--- src/logic/exc_consts.svh ---
// Named offsets, bit positions and codes for the exception entry unit.
// Assumes inclusion by bare name from the package and the unit.
`ifndef EXC_CONSTS_SVH
`define EXC_CONSTS_SVH
// ==================================================
// Register byte offsets
`define OFS_MSTATE 8'h00
`define OFS_CSPC 8'h04
`define OFS_CSSTATE 8'h08
`define OFS_SPC 8'h0c
`define OFS_SSTATE 8'h10
`define OFS_FSTAT 8'h14
`define OFS_FADDR 8'h18
`define OFS_VPFX 8'h1c
`define OFS_SYND 8'h20
`define OFS_CFG 8'h24
`define OFS_TCTL 8'h28
`define OFS_DCTL 8'h2c
`define OFS_STAT 8'h30
// ==================================================
// Machine state bits and masks
`define MS_EE 15
`define MS_ME 12
`define MS_DE 9
`define MS_IMPL 32'h0006_f230
`define MS_CLR_MCHK 32'h0006_f030
`define MS_CLR_NONCRIT 32'h0004_e030
// ==================================================
// Fault status flag positions
`define FS_XTE 0
`define FS_MIF 1
`define FS_VARLEN_INSTR_FLAG 5
`define FS_BO 17
`define FS_ST 23
// ==================================================
// Syndrome bit positions
`define SY_PIN 31
`define SY_EXCP 27
`define SY_IRERR 4
`define SY_DRERR 3
`define SY_WRERR 2
`define SY_IMPL 32'h8800_001c
// ==================================================
// Config and control bits, vector offsets
`define CFG_PIN_EN 0
`define CFG_MCLR_DE 1
`define DCTL_RST 0
`define DCTL_DBG_EN 1
`define TCTL_WRC_HI 29
`define TCTL_WRC_LO 28
`define WRC_CHKSTOP 2'h1
`define VOFS_MCHK 12'h010
`define VOFS_DSI 12'h020
`define VOFS_ISI 12'h030
`define VOFS_EXT 12'h040
`define VOFS_ALIGN 12'h050
`define PFX_LO 12
`endif

--- src/logic/exc_pkg.sv ---
// Types shared by the exception entry unit.
// Assumes the constants header is on the include path.
`include "exc_consts.svh"
package exc_pkg;
  // Run / checkstop / debug-escape state
  typedef enum logic [1:0]
  {
    ST_RUN = 2'b00,
    ST_CHKSTOP = 2'b01,
    ST_DEBUG = 2'b10
  } cpu_state_e;
  typedef logic [31:0] word_t;
endpackage

--- src/logic/core_exception_entry_unit.sv ---
// Exception entry unit: machine check, checkstop, storage, external
// input and alignment entry, with a classic Wishbone register slave.
// Assumes fault pulses come from same-clock pipeline logic; pins are
// synchronised here.
//
// The address map and the Wishbone register port were left to the implementer.
`timescale 1ns/1ps
`include "exc_consts.svh"
module core_exception_entry_unit
(
  // Clock, reset, enable
  input wire logic clk_i,
  input wire logic rst_i,
  input wire logic ce_i,
  // Wishbone slave
  input wire logic wb_cyc_i,
  input wire logic wb_stb_i,
  input wire logic wb_we_i,
  input wire logic [7:0] wb_adr_i,
  input wire logic [3:0] wb_sel_i,
  input wire exc_pkg::word_t wb_dat_i,
  output exc_pkg::word_t wb_dat_o,
  output logic wb_ack_o,
  // Pins from the system (asynchronous)
  input wire logic mchk_pin_n_i,
  input wire logic ext_irq_n_i,
  input wire logic avec_n_i,
  input wire logic [9:0] voffset_i,
  input wire logic dbg_req_i,
  // Debug controller, same clock
  input wire logic dbg_exit_i,
  // Pipeline addresses
  input wire exc_pkg::word_t exc_pc_i,
  input wire exc_pkg::word_t next_pc_i,
  input wire exc_pkg::word_t d_addr_i,
  // Data side fault pulses
  input wire logic dacc_viol_i,
  input wire logic dbyteord_i,
  input wire logic dtea_i,
  input wire logic d_store_i,
  input wire logic d_varlen_i,
  input wire logic align_fault_i,
  // Instruction side fault pulses
  input wire logic iacc_viol_i,
  input wire logic itea_i,
  input wire logic ibyteord_i,
  input wire logic imisalign_i,
  input wire logic i_varlen_i,
  // Machine check sources and watchdog
  input wire logic handler_fetch_err_i,
  input wire logic store_bus_err_i,
  input wire logic wdog_second_i,
  // Outputs toward pipeline and system
  output logic exc_taken_o,
  output exc_pkg::word_t handler_pc_o,
  output logic halt_o,
  output logic chkstop_o,
  output logic wakeup_o,
  output logic dbg_session_o,
  output logic mchk_out_o,
  output logic reset_out_n_o
);
  import exc_pkg::*;

  // ==================================================
  // Helpers
  // Byte-lane merge of a bus write
  function automatic word_t merge(input word_t old, input word_t wd,
                                  input logic [3:0] sel);
    word_t r;
    r = old;
    for (int b = 0; b < 4; b++)
    begin
      if (sel[b])
      begin
        r[b*8 +: 8] = wd[b*8 +: 8];
      end
    end
    return r;
  endfunction

  // Prefix plus low offset
  function automatic word_t vec(input word_t pfx, input logic [11:0] o);
    return {pfx[31:`PFX_LO], o};
  endfunction

  // ==================================================
  // Pin synchronisers
  logic [13:0] sync1; // First stage, read only by second
  logic [13:0] sync2; // Stable copies
  logic [13:0] next_sync1;
  logic [13:0] next_sync2;
  logic mchk_pin; // Active high, synchronised
  logic ext_req; // Active high, synchronised
  logic avec; // Active high, synchronised
  logic [9:0] voff;
  logic dbg_req;

  // Two flops per pin; active-low pins inverted after the chain
  always_comb
  begin
    next_sync1 = sync1;
    next_sync2 = sync2;
    if (ce_i)
    begin
      next_sync1 = {mchk_pin_n_i, ext_irq_n_i, avec_n_i, voffset_i,
                    dbg_req_i};
      next_sync2 = sync1;
    end
  end

  always_ff @(posedge clk_i)
  begin
    if (rst_i)
    begin
      sync1 <= 14'h3c00;
      sync2 <= 14'h3c00;
    end
    else
    begin
      sync1 <= next_sync1;
      sync2 <= next_sync2;
    end
  end

  assign mchk_pin = ~sync2[13];
  assign ext_req = ~sync2[12];
  assign avec = ~sync2[11];
  assign voff = sync2[10:1];
  assign dbg_req = sync2[0];

  // ==================================================
  // Architectural registers and checkstop state
  word_t mstate, cspc, csstate, spc, sstate, fstat, faddr, vpfx;
  word_t synd, cfg, tctl, dctl;
  word_t next_mstate, next_cspc, next_csstate, next_spc, next_sstate;
  word_t next_fstat, next_faddr, next_vpfx, next_synd, next_cfg;
  word_t next_tctl, next_dctl, next_hpc;
  cpu_state_e state, next_state;
  logic next_taken;
  logic ack, next_ack;
  word_t rdat, next_rdat;

  // Decoded events, all in the current cycle
  logic me, ee; // Enables from machine state
  logic bus_req; // Request not yet answered
  logic bus_wr; // Write taking effect this edge
  word_t src; // Machine check sources as syndrome bits
  logic mchk_any; // Any machine check source
  logic instr_storage_fault, dsi, ext_go;
  logic go_chk; // Checkstop entry this cycle
  logic running;

  assign me = mstate[`MS_ME];
  assign ee = mstate[`MS_EE];
  assign running = (state == ST_RUN);
  assign bus_req = wb_cyc_i & wb_stb_i & ~ack;
  // Write lands at the edge where the master samples ack high
  assign bus_wr = wb_cyc_i & wb_stb_i & wb_we_i & ack;

  // Source vector; precise bus errors with external enable clear
  // escalate to machine check sources rather than storage faults
  always_comb
  begin
    src = 32'h0;
    src[`SY_PIN] = mchk_pin & cfg[`CFG_PIN_EN];
    src[`SY_EXCP] = handler_fetch_err_i;
    src[`SY_IRERR] = itea_i & ~ee;
    src[`SY_DRERR] = dtea_i & ~ee;
    src[`SY_WRERR] = store_bus_err_i;
  end

  assign mchk_any = |src;
  assign instr_storage_fault = iacc_viol_i | (itea_i & ee) | ibyteord_i | imisalign_i;
  assign dsi = dacc_viol_i | dbyteord_i | (dtea_i & ee);
  assign ext_go = ext_req & ee;
  // Disabled machine check or watchdog escalation
  assign go_chk = running & ((mchk_any & ~me) |
                  (wdog_second_i &
                   (tctl[`TCTL_WRC_HI:`TCTL_WRC_LO] == `WRC_CHKSTOP)));

  // Next state of every architectural register; one entry per cycle
  // in fixed priority, hardware entry beats a same-cycle bus write
  always_comb
  begin
    next_mstate = mstate;
    next_cspc = cspc;
    next_csstate = csstate;
    next_spc = spc;
    next_sstate = sstate;
    next_fstat = fstat;
    next_faddr = faddr;
    next_vpfx = vpfx;
    next_synd = synd;
    next_cfg = cfg;
    next_tctl = tctl;
    next_dctl = dctl;
    next_hpc = handler_pc_o;
    next_taken = 1'b0;
    next_state = state;
    // Software writes first, so hardware below overrides them
    if (bus_wr)
    begin
      unique case (wb_adr_i)
        `OFS_MSTATE: next_mstate = merge(mstate, wb_dat_i, wb_sel_i) &
                                   `MS_IMPL;
        `OFS_CSPC: next_cspc = merge(cspc, wb_dat_i, wb_sel_i);
        `OFS_CSSTATE: next_csstate = merge(csstate, wb_dat_i, wb_sel_i);
        `OFS_SPC: next_spc = merge(spc, wb_dat_i, wb_sel_i);
        `OFS_SSTATE: next_sstate = merge(sstate, wb_dat_i, wb_sel_i);
        `OFS_FSTAT: next_fstat = merge(fstat, wb_dat_i, wb_sel_i);
        `OFS_FADDR: next_faddr = merge(faddr, wb_dat_i, wb_sel_i);
        `OFS_VPFX: next_vpfx = merge(vpfx, wb_dat_i, wb_sel_i) &
                               32'hffff_f000;
        // Write one to clear a syndrome bit
        `OFS_SYND: next_synd = synd & ~merge(32'h0, wb_dat_i, wb_sel_i);
        `OFS_CFG: next_cfg = merge(cfg, wb_dat_i, wb_sel_i) & 32'h3;
        `OFS_TCTL: next_tctl = merge(tctl, wb_dat_i, wb_sel_i);
        `OFS_DCTL: next_dctl = merge(dctl, wb_dat_i, wb_sel_i) & 32'h3;
        default: ; // Unmapped and status: write ignored
      endcase
    end
    if (running)
    begin
      // Priority: machine check, instruction, data, alignment, external
      if (mchk_any & me)
      begin
        next_csstate = mstate;
        next_cspc = exc_pc_i;
        next_mstate = mstate & ~`MS_CLR_MCHK;
        if (~dctl[`DCTL_DBG_EN] | cfg[`CFG_MCLR_DE])
        begin
          next_mstate[`MS_DE] = 1'b0;
        end
        next_synd = next_synd | src;
        next_hpc = vec(vpfx, `VOFS_MCHK);
        next_taken = 1'b1;
      end
      else if (instr_storage_fault)
      begin
        next_sstate = mstate;
        next_mstate = mstate & ~`MS_CLR_NONCRIT;
        next_spc = exc_pc_i;
        next_fstat = 32'h0;
        next_fstat[`FS_XTE] = itea_i;
        next_fstat[`FS_BO] = ibyteord_i;
        next_fstat[`FS_MIF] = imisalign_i;
        next_fstat[`FS_VARLEN_INSTR_FLAG] = i_varlen_i;
        next_hpc = vec(vpfx, `VOFS_ISI);
        next_taken = 1'b1;
      end
      else if (dsi | align_fault_i)
      begin
        next_sstate = mstate;
        next_mstate = mstate & ~`MS_CLR_NONCRIT;
        next_spc = exc_pc_i;
        next_fstat = 32'h0;
        next_fstat[`FS_ST] = d_store_i;
        next_fstat[`FS_VARLEN_INSTR_FLAG] = d_varlen_i;
        if (dsi)
        begin
          // Byte order and external error only on data storage fault
          next_fstat[`FS_BO] = dbyteord_i & ~dacc_viol_i;
          next_fstat[`FS_XTE] = dtea_i & ~dacc_viol_i & ~dbyteord_i;
          if (dacc_viol_i | dbyteord_i)
          begin
            next_faddr = d_addr_i;
          end
          next_hpc = vec(vpfx, `VOFS_DSI);
        end
        else
        begin
          next_faddr = d_addr_i;
          next_hpc = vec(vpfx, `VOFS_ALIGN);
        end
        next_taken = 1'b1;
      end
      else if (ext_go)
      begin
        next_sstate = mstate;
        next_mstate = mstate & ~`MS_CLR_NONCRIT;
        next_spc = next_pc_i;
        if (avec)
        begin
          next_hpc = vec(vpfx, `VOFS_EXT);
        end
        else
        begin
          next_hpc = vec(vpfx, {voff, 2'b00});
        end
        next_taken = 1'b1;
      end
    end
    // Checkstop and debug escape
    unique case (state)
      ST_RUN:
      begin
        if (go_chk)
        begin
          next_state = ST_CHKSTOP;
          next_synd = next_synd | src;
        end
      end
      ST_CHKSTOP:
      begin
        // Next edge proves the clock runs again
        if (dbg_req)
        begin
          next_state = ST_DEBUG;
        end
      end
      ST_DEBUG:
      begin
        if (dbg_exit_i)
        begin
          next_state = ST_CHKSTOP;
        end
      end
      default: next_state = ST_CHKSTOP; // Illegal code: stay halted
    endcase
  end

  // Register all architectural state; reset only leaves checkstop
  always_ff @(posedge clk_i)
  begin
    if (rst_i)
    begin
      mstate <= 32'h0;
      cspc <= 32'h0;
      csstate <= 32'h0;
      spc <= 32'h0;
      sstate <= 32'h0;
      fstat <= 32'h0;
      faddr <= 32'h0;
      vpfx <= 32'h0;
      synd <= 32'h0;
      cfg <= 32'h0;
      tctl <= 32'h0;
      dctl <= 32'h0;
      handler_pc_o <= 32'h0;
      exc_taken_o <= 1'b0;
      state <= ST_RUN;
    end
    else if (ce_i)
    begin
      mstate <= next_mstate;
      cspc <= next_cspc;
      csstate <= next_csstate;
      spc <= next_spc;
      sstate <= next_sstate;
      fstat <= next_fstat;
      faddr <= next_faddr;
      vpfx <= next_vpfx;
      synd <= next_synd & `SY_IMPL;
      cfg <= next_cfg;
      tctl <= next_tctl;
      dctl <= next_dctl;
      handler_pc_o <= next_hpc;
      exc_taken_o <= next_taken;
      state <= next_state;
    end
    else
    begin
      exc_taken_o <= exc_taken_o;
    end
  end

  // ==================================================
  // Wishbone answer: ack one cycle after the request, read data
  // registered with it so the master sees a stable word
  always_comb
  begin
    next_ack = 1'b0;
    next_rdat = rdat;
    if (ce_i)
    begin
      next_ack = bus_req;
    end
    else
    begin
      next_ack = ack;
    end
    if (ce_i & bus_req & ~wb_we_i)
    begin
      unique case (wb_adr_i)
        `OFS_MSTATE: next_rdat = mstate;
        `OFS_CSPC: next_rdat = cspc;
        `OFS_CSSTATE: next_rdat = csstate;
        `OFS_SPC: next_rdat = spc;
        `OFS_SSTATE: next_rdat = sstate;
        `OFS_FSTAT: next_rdat = fstat;
        `OFS_FADDR: next_rdat = faddr;
        `OFS_VPFX: next_rdat = vpfx;
        `OFS_SYND: next_rdat = synd;
        `OFS_CFG: next_rdat = cfg;
        `OFS_TCTL: next_rdat = tctl;
        `OFS_DCTL: next_rdat = dctl;
        `OFS_STAT: next_rdat = {29'h0, wakeup_o, dbg_session_o, chkstop_o};
        default: next_rdat = 32'h0; // Unmapped reads zero
      endcase
    end
  end

  always_ff @(posedge clk_i)
  begin
    if (rst_i)
    begin
      ack <= 1'b0;
      rdat <= 32'h0;
    end
    else
    begin
      ack <= next_ack;
      rdat <= next_rdat;
    end
  end

  assign wb_ack_o = ack;
  assign wb_dat_o = rdat;

  // ==================================================
  // System indications
  assign chkstop_o = (state == ST_CHKSTOP);
  assign halt_o = ~running;
  assign dbg_session_o = (state == ST_DEBUG);
  assign wakeup_o = (state == ST_CHKSTOP) & dbg_req;
  assign mchk_out_o = |synd;
  // Works in any state, checkstop included
  assign reset_out_n_o = ~dctl[`DCTL_RST];

endmodule

--- config.mk ---
export PLATFORM = sky130hd
export DESIGN_NAME = core_exception_entry_unit
export DESIGN_NICKNAME = d
export VERILOG_FILES = /design/src/logic/exc_pkg.sv /design/src/logic/core_exception_entry_unit.sv
export VERILOG_INCLUDE_DIRS = /design/src /design/src/logic
export SDC_FILE = /design/constraint.sdc
export NUM_CORES = 1
export LEC_CHECK = 0
export BUFFER_PORTS_ARGS = -buffer_cell sky130_fd_sc_hd__buf_2
export CAP_MARGIN = 40
export CORE_MARGIN = 4
export CORE_UTILIZATION = 52
export DETAILED_ROUTE_END_ITERATION = 7
export HOLD_SLACK_MARGIN = 0.02
export PLACE_DENSITY_LB_ADDON = 0.3
export REMOVE_ABC_BUFFERS = 1
export SETUP_SLACK_MARGIN = 0.02
export SLEW_MARGIN = 20
export SYNTH_ARGS = -nofsm -noshare
export SYNTH_HDL_FRONTEND = slang
export SYNTH_SLANG_ARGS = --single-unit
export TNS_END_PERCENT = 50
--- constraint.sdc ---
create_clock -name clk_i -period 2.55 [get_ports clk_i]
set_input_delay 0.255 -clock clk_i [delete_from_list [all_inputs] [get_ports clk_i]]
set_output_delay 0.255 -clock clk_i [all_outputs]
set_load 0.005 [all_outputs]
# Word-level counts from Yosys, hierarchy flattened

Cells that the tools add are included.
Widths: inputs -> output; s select.

Flip-flop bits (word level): 381
Input port bits: 175
Output and inout port bits: 72
Word-level logic and storage cells: 222

Mux-type cells: 107
Equality and inequality tests: 26
Bitwise gates (word level): 43
Reduce and logical (&&, ||, !) cells: 19

Operators by type and width:

| kind               | number |
|---|---|
| $mux 32            | 53 |
| $pmux 32 s13       | 1 |
| $mux 8             | 37 |
| $or 32x32->32      | 2 |
| $reduce_and 4->1   | 11 |
| $eq 8x6->1 const B | 5 |
| $and 32x32->32     | 1 |
| $eq 8x5->1 const B | 4 |
| $not 32->32        | 1 |
| $and 1x1->1        | 20 |
| $eq 8x4->1 const B | 2 |
| $mux 12            | 1 |
| $ne 2x2->1 const B | 6 |
| $not 1->1          | 11 |
| $reduce_and 5->1   | 2 |
| $reduce_or 5->1    | 2 |
| $ne 3x2->1 const B | 3 |
| $eq 8x3->1 const B | 1 |
| $logic_not 8->1    | 1 |
| $mux 1             | 8 |
| $or 1x1->1         | 8 |
| $mux 7             | 1 |
| $mux 2             | 3 |
| $mux 6             | 1 |
| other kinds (9)    | 10 |

# Logic depth before layout (Yosys ltp)

Word-level depth: 14
Depth in mapped cells: 9
Depth with buffers taken out: 6

# Least setup slack after synthesis

OpenSTA, ideal clock, no wires.

Path kind: flip-flop to flip-flop
Start point: register mstate[15]
End point: register sstate[21]
Arrival: 1,954 ps
Data required time: 2,455 ps
Clock period less this slack: 2,050 ps
Cell stages (with the launch flop): 7
Setup slack: 500 ps
Library setup time: 95 ps
Buffers on the path: 1
Cell sequence: dfxtp_1 -> a2111o_1 -> a211o_1 -> nand3_2 -> buf_6 -> mux2_2 -> a221oi_1

Cells in the longest elaborated chain, start to end: 7
Elaborated cells on any way between the ends: 18
Those cells by class: mux (5); bitwise (12); reduce/logical (1)

RTL lines:

| element                                      | line                                                               | text |
|---|---|---|
| start, declared                              | core_exception_entry_unit.sv:134                                   | `word_t mstate, cspc, csstate, spc, sstate, fstat, faddr, vpfx;` |
| start signal, assigned                       | core_exception_entry_unit.sv:346                                   | `mstate <= next_mstate;` |
| $and 1x1->1, on equally long branches        | core_exception_entry_unit.sv:175, core_exception_entry_unit.sv:174 |  |
| $or 1x1->1, on equally long branches         | core_exception_entry_unit.sv:175, core_exception_entry_unit.sv:174 |  |
| $or 1x1->1, on equally long branches         | core_exception_entry_unit.sv:252, core_exception_entry_unit.sv:174 |  |
| $mux 32 / $or 1x1->1 (equally long branches) | core_exception_entry_unit.sv:252, core_exception_entry_unit.sv:174 |  |
| $mux 32                                      | core_exception_entry_unit.sv:239                                   | `else if (instr_storage_fault)` |
| $mux 32 (*)                                  | core_exception_entry_unit.sv:226                                   | `if (mchk_any & me)` |
| $mux 32 (*)                                  | core_exception_entry_unit.sv:223                                   | `if (running)` |
| end signal, assigned                         | core_exception_entry_unit.sv:350                                   | `sstate <= next_sstate;` |
| end, declared                                | core_exception_entry_unit.sv:134                                   |  |

Every way passes the cells marked *; elsewhere a longest branch is shown, timed or not.
A chain may end at the register's enable or synchronous reset.

# Worst setup path after layout

Start point: input handler_fetch_err_i
End point: register sstate[24]

Cells in the longest elaborated chain, start to end: 4

RTL lines:

| element         | line                             | text |
|---|---|---|
| start, declared | core_exception_entry_unit.sv:50  | `input wire logic handler_fetch_err_i,` |
| $reduce_or 5->1 | core_exception_entry_unit.sv:173 | `assign mchk_any = \|src;` |
| $and 1x1->1     | core_exception_entry_unit.sv:226 |  |
| $mux 32         | core_exception_entry_unit.sv:226 |  |
| $mux 32         | core_exception_entry_unit.sv:223 |  |

Every way passes these cells.

==> metrics.md <==
| Metric | Value |
|---|---|
| Via count of the first global-routing pass | approximately 19000 |
| Max Clock Skew | about 0.016 ns |
| Fraction of synthesized cell area taken by the top area cell type | between 40% and 50% |
| Post-CTS Resized | 0 |
| Total Routing Usage GR | 37.36% |
| Data arrival time at the worst-slack endpoint | between 3 and 4 ns |
| Setup crit end kind | flop |
| Final Cycle Share | 100.3% |
| Max H-tree Level | 2 |
| Sequential cell area | ~7600 um2 |
| Worst Hold Class | in -> reg |
| Number of buffers created by CTS | slightly above 40 |
| Die Outline Area | approximately 39000 um2 |
| Row count | 69 |
| Dominant cell by count in the synthesized netlist | dfxtp_1 |
| Utilization of the core after routing | approximately two thirds |
| Number of synthesized flops with an enable pin | 0 |
| Clock slew seen by the registers of the worst setup and hold paths | 0.06 ns |
| Top-level port count | ~250 |
| IO Port Bufs | between 200 and 250 |
| CTS tree | done |
| Post-synthesis instance area | 18740 um2 |
| Placeable Area | ~36000 um2 |
| Path depth of the worst reg2reg path | 5 |
| Worst skew pair latency | about 0.58 ns |
| Routed WL | 76800 um |
| Time the worst path needs with I/O delays and setup | 2.559 ns |
| Overall die height | just under 200 um |
| Wire length of the first global-routing pass | 113900 um |
| Post-synth top flop | dfxtp_1 |
| Setup crit start kind | primary input |
| Total overflow reported by the global router | 0 |
| Area growth syn-to-layout | 24.96% |
| Root Buffer Master | clkbuf_16 |
| Setup violators final | 1 |
| Vias/cell | between 6 and 7 |
| Final Total Pwr | 13.72 mW |
| WL/cell | 26.02 um |
| Number of different library cells in the post-synthesis netlist | 87 |
| FILL cells | 2931 |
| Maximum fanout along the worst path | 13 |
| Final Max Tran Viols | 0 |
| Initial antenna violation count | 10 |
| WP data required | 3.01 ns |
| Synthesis warning total | 0 |
| Power Dens Cells | 585.9 nW/um2 |
| Worst Hold Path Cells | 3 |
| Max rail drop VDD | roughly 630 uV |
| Number of detailed-routing iterations run before antenna repair | 6 |
| Number of nets in the final layout | 2635 |
| Worst Slack Setup Final | -0.008763 ns |
| Post-DP HPWL | 51850 um |
| Post-Syn Instances | about 2100 |
| Share of the yosys chip area belonging to registers | 40.49% |
| Pre-CTS WS | approximately 0.018 ns |
| Pin count of the biggest net entering global routing | 90 |
| Count of antenna-violating nets left after detailed routing | 0 |
| Synth area leader | dfxtp_1 |
| Buffer depth of the longest clock path | 3 |
| Leading post-synthesis cells by cell area | dfxtp_1 40%, mux2i_1 7.3%, nand2_1 4.0%, a221oi_1 3.8%, nor2_1 3.4% |
| Synthesized flop and latch total | between 300 and 400 |
| Outcome | finished with violations |
| Die X-Extent | ~200 um |
| Number of maximum-capacitance violations | 0 |
| Top cells by count, synth | 379 x dfxtp_1, 200 x nand2_1, 171 x nor2_1 |
| Routability Congestion | approximately 1 |
| Number of sinks handled by clock tree synthesis | 379 |
| Post-Route Setup TNS | -0.008763 ns |
| Headroom to the max-slew limit | between 40% and 50% |
| Initial standard-cell utilization of the core | a little over half |
| Upper clock frequency limit | ~390 MHz |
| Class of the most critical setup path | in -> reg |
| Fraction of layout cells with a size suffix above 1 | about a quarter |
| Final hold vios | 0 |
| Post-route worst hold slack | about 0.028 ns |
| Leakage power total | about 9.7 nW |
| Vias after detailed routing | about 20000 |
| Syn_area_per_cell | around 8.9 um2 |
| Multi-input gate area | 10040 um2 |
| Number of design rule violations left after detail routing | 0 |
| Number of design-rule violations left by the first detailed-router iteration | ~2500 |
| Synth async-reset ratio | 0% |
| Setup repair after global routing missed its margin | true |
| Violated checks | negative setup slack |
| Slew @ Worst Pin | 0.7829 ns |
registers in the layout, indices dropped and copies added (netlist names), 20 cells and up:
| register | flops |
|---|---|
| fstat | 32 |
| tctl | 32 |
| wb_dat_o | 32 |
| csstate | 32 |
| handler_pc_o | 30 |
| mstate | 32 |
| spc | 32 |
| faddr | 32 |
| cspc | 32 |
| vpfx | 20 |
| sstate | 32 |
path summary, 6_finish.rpt:
check                           slack, ns                         to                       from
worst min-delay path                 0.03      faddr[6]$_SDFFE_PP0P_                d_addr_i[6]
worst max register to register       0.04    sstate[24]$_SDFFE_PP0P_    mstate[15]$_SDFFE_PP0P_
worst min register to register       0.45  wb_dat_o[10]$_SDFFE_PP0P_  wb_dat_o[10]$_SDFFE_PP0P_
worst max-delay path               -0.009    sstate[24]$_SDFFE_PP0P_        handler_fetch_err_i
routing by layer:
layer	GRT usage (%)	wire length, um
met1	49.41	29760
met3	9.869	9511
met4	18.52	4286
met5	0	79
met2	56.69	33160
placed cells by master (no fill, tap or decap), types with 89 or more instances in the layout:
cell type / synthesis / final
dfxtp_1: 379 / 379
buf_2: 46 / 241
nand2_1: 200 / 199
nor2_1: 171 / 171
buf_4: 11 / 144
mux2i_1: 136 / 136
inv_1: 103 / 102
dlygate4sd3_1: 0 / 92
o21ai_0: 89 / 89
power by group:
part	internal, mW	leakage (nW)	switching (mW)
clock	3.53	0.659	2.52
combinational	0.600	6.01	0.932
sequential	6.05	3.07	0.0938
total	10.2	9.75	3.55
repair_timing:
| item | in CTS | in global routing |
|---|---|---|
| hold endpoints to repair | 96 | 0 |
| hold buffers | 92 | 0 |
| setup buffers | 0 | 0 |
| endpoints found under the setup margin | 0 | 13 |
area by class of cell:
cell class,count,share of cell area (%)
repair buffers,491,14.87
well taps,461,2.463
inverters,104,1.667
clock buffers,57,5.033
clock inverters,14,0.6465
flip-flops and latches,379,32.40
multi-input cells,1443,42.89
diodes,3,0.03206
metrics by stage:
step / area, um2 / std cells
after detailed placement: 21140 / 2784
after CTS: 23390 / 2947
after global routing: 23410 / 2949
final: 23420 / 2952
after global placement: 21140 / 2783
after floorplan: 17940 / 1925
logic make-up (layout without fill, tap and decap cells):
logic type	count (synthesis)	count (layout)	share of synthesized area [%]
simple gates	671	672	18.27
flops	379	379	40.49
compound gates	586	586	24.68
other cells	1	5	0.02001
buf+inv	279	666	6.396
mux	183	183	10.15
worst max-delay path: stages:
cell,delay (ns)
dlygate4sd3_1,0.53
buf_2,0.13
or2_2,0.39
o31ai_2,0.29
buf_4,0.28
nand3_2,0.44
mux2_2,0.45
a221oi_1,0.25
Power figures use the tool's default switching activity.
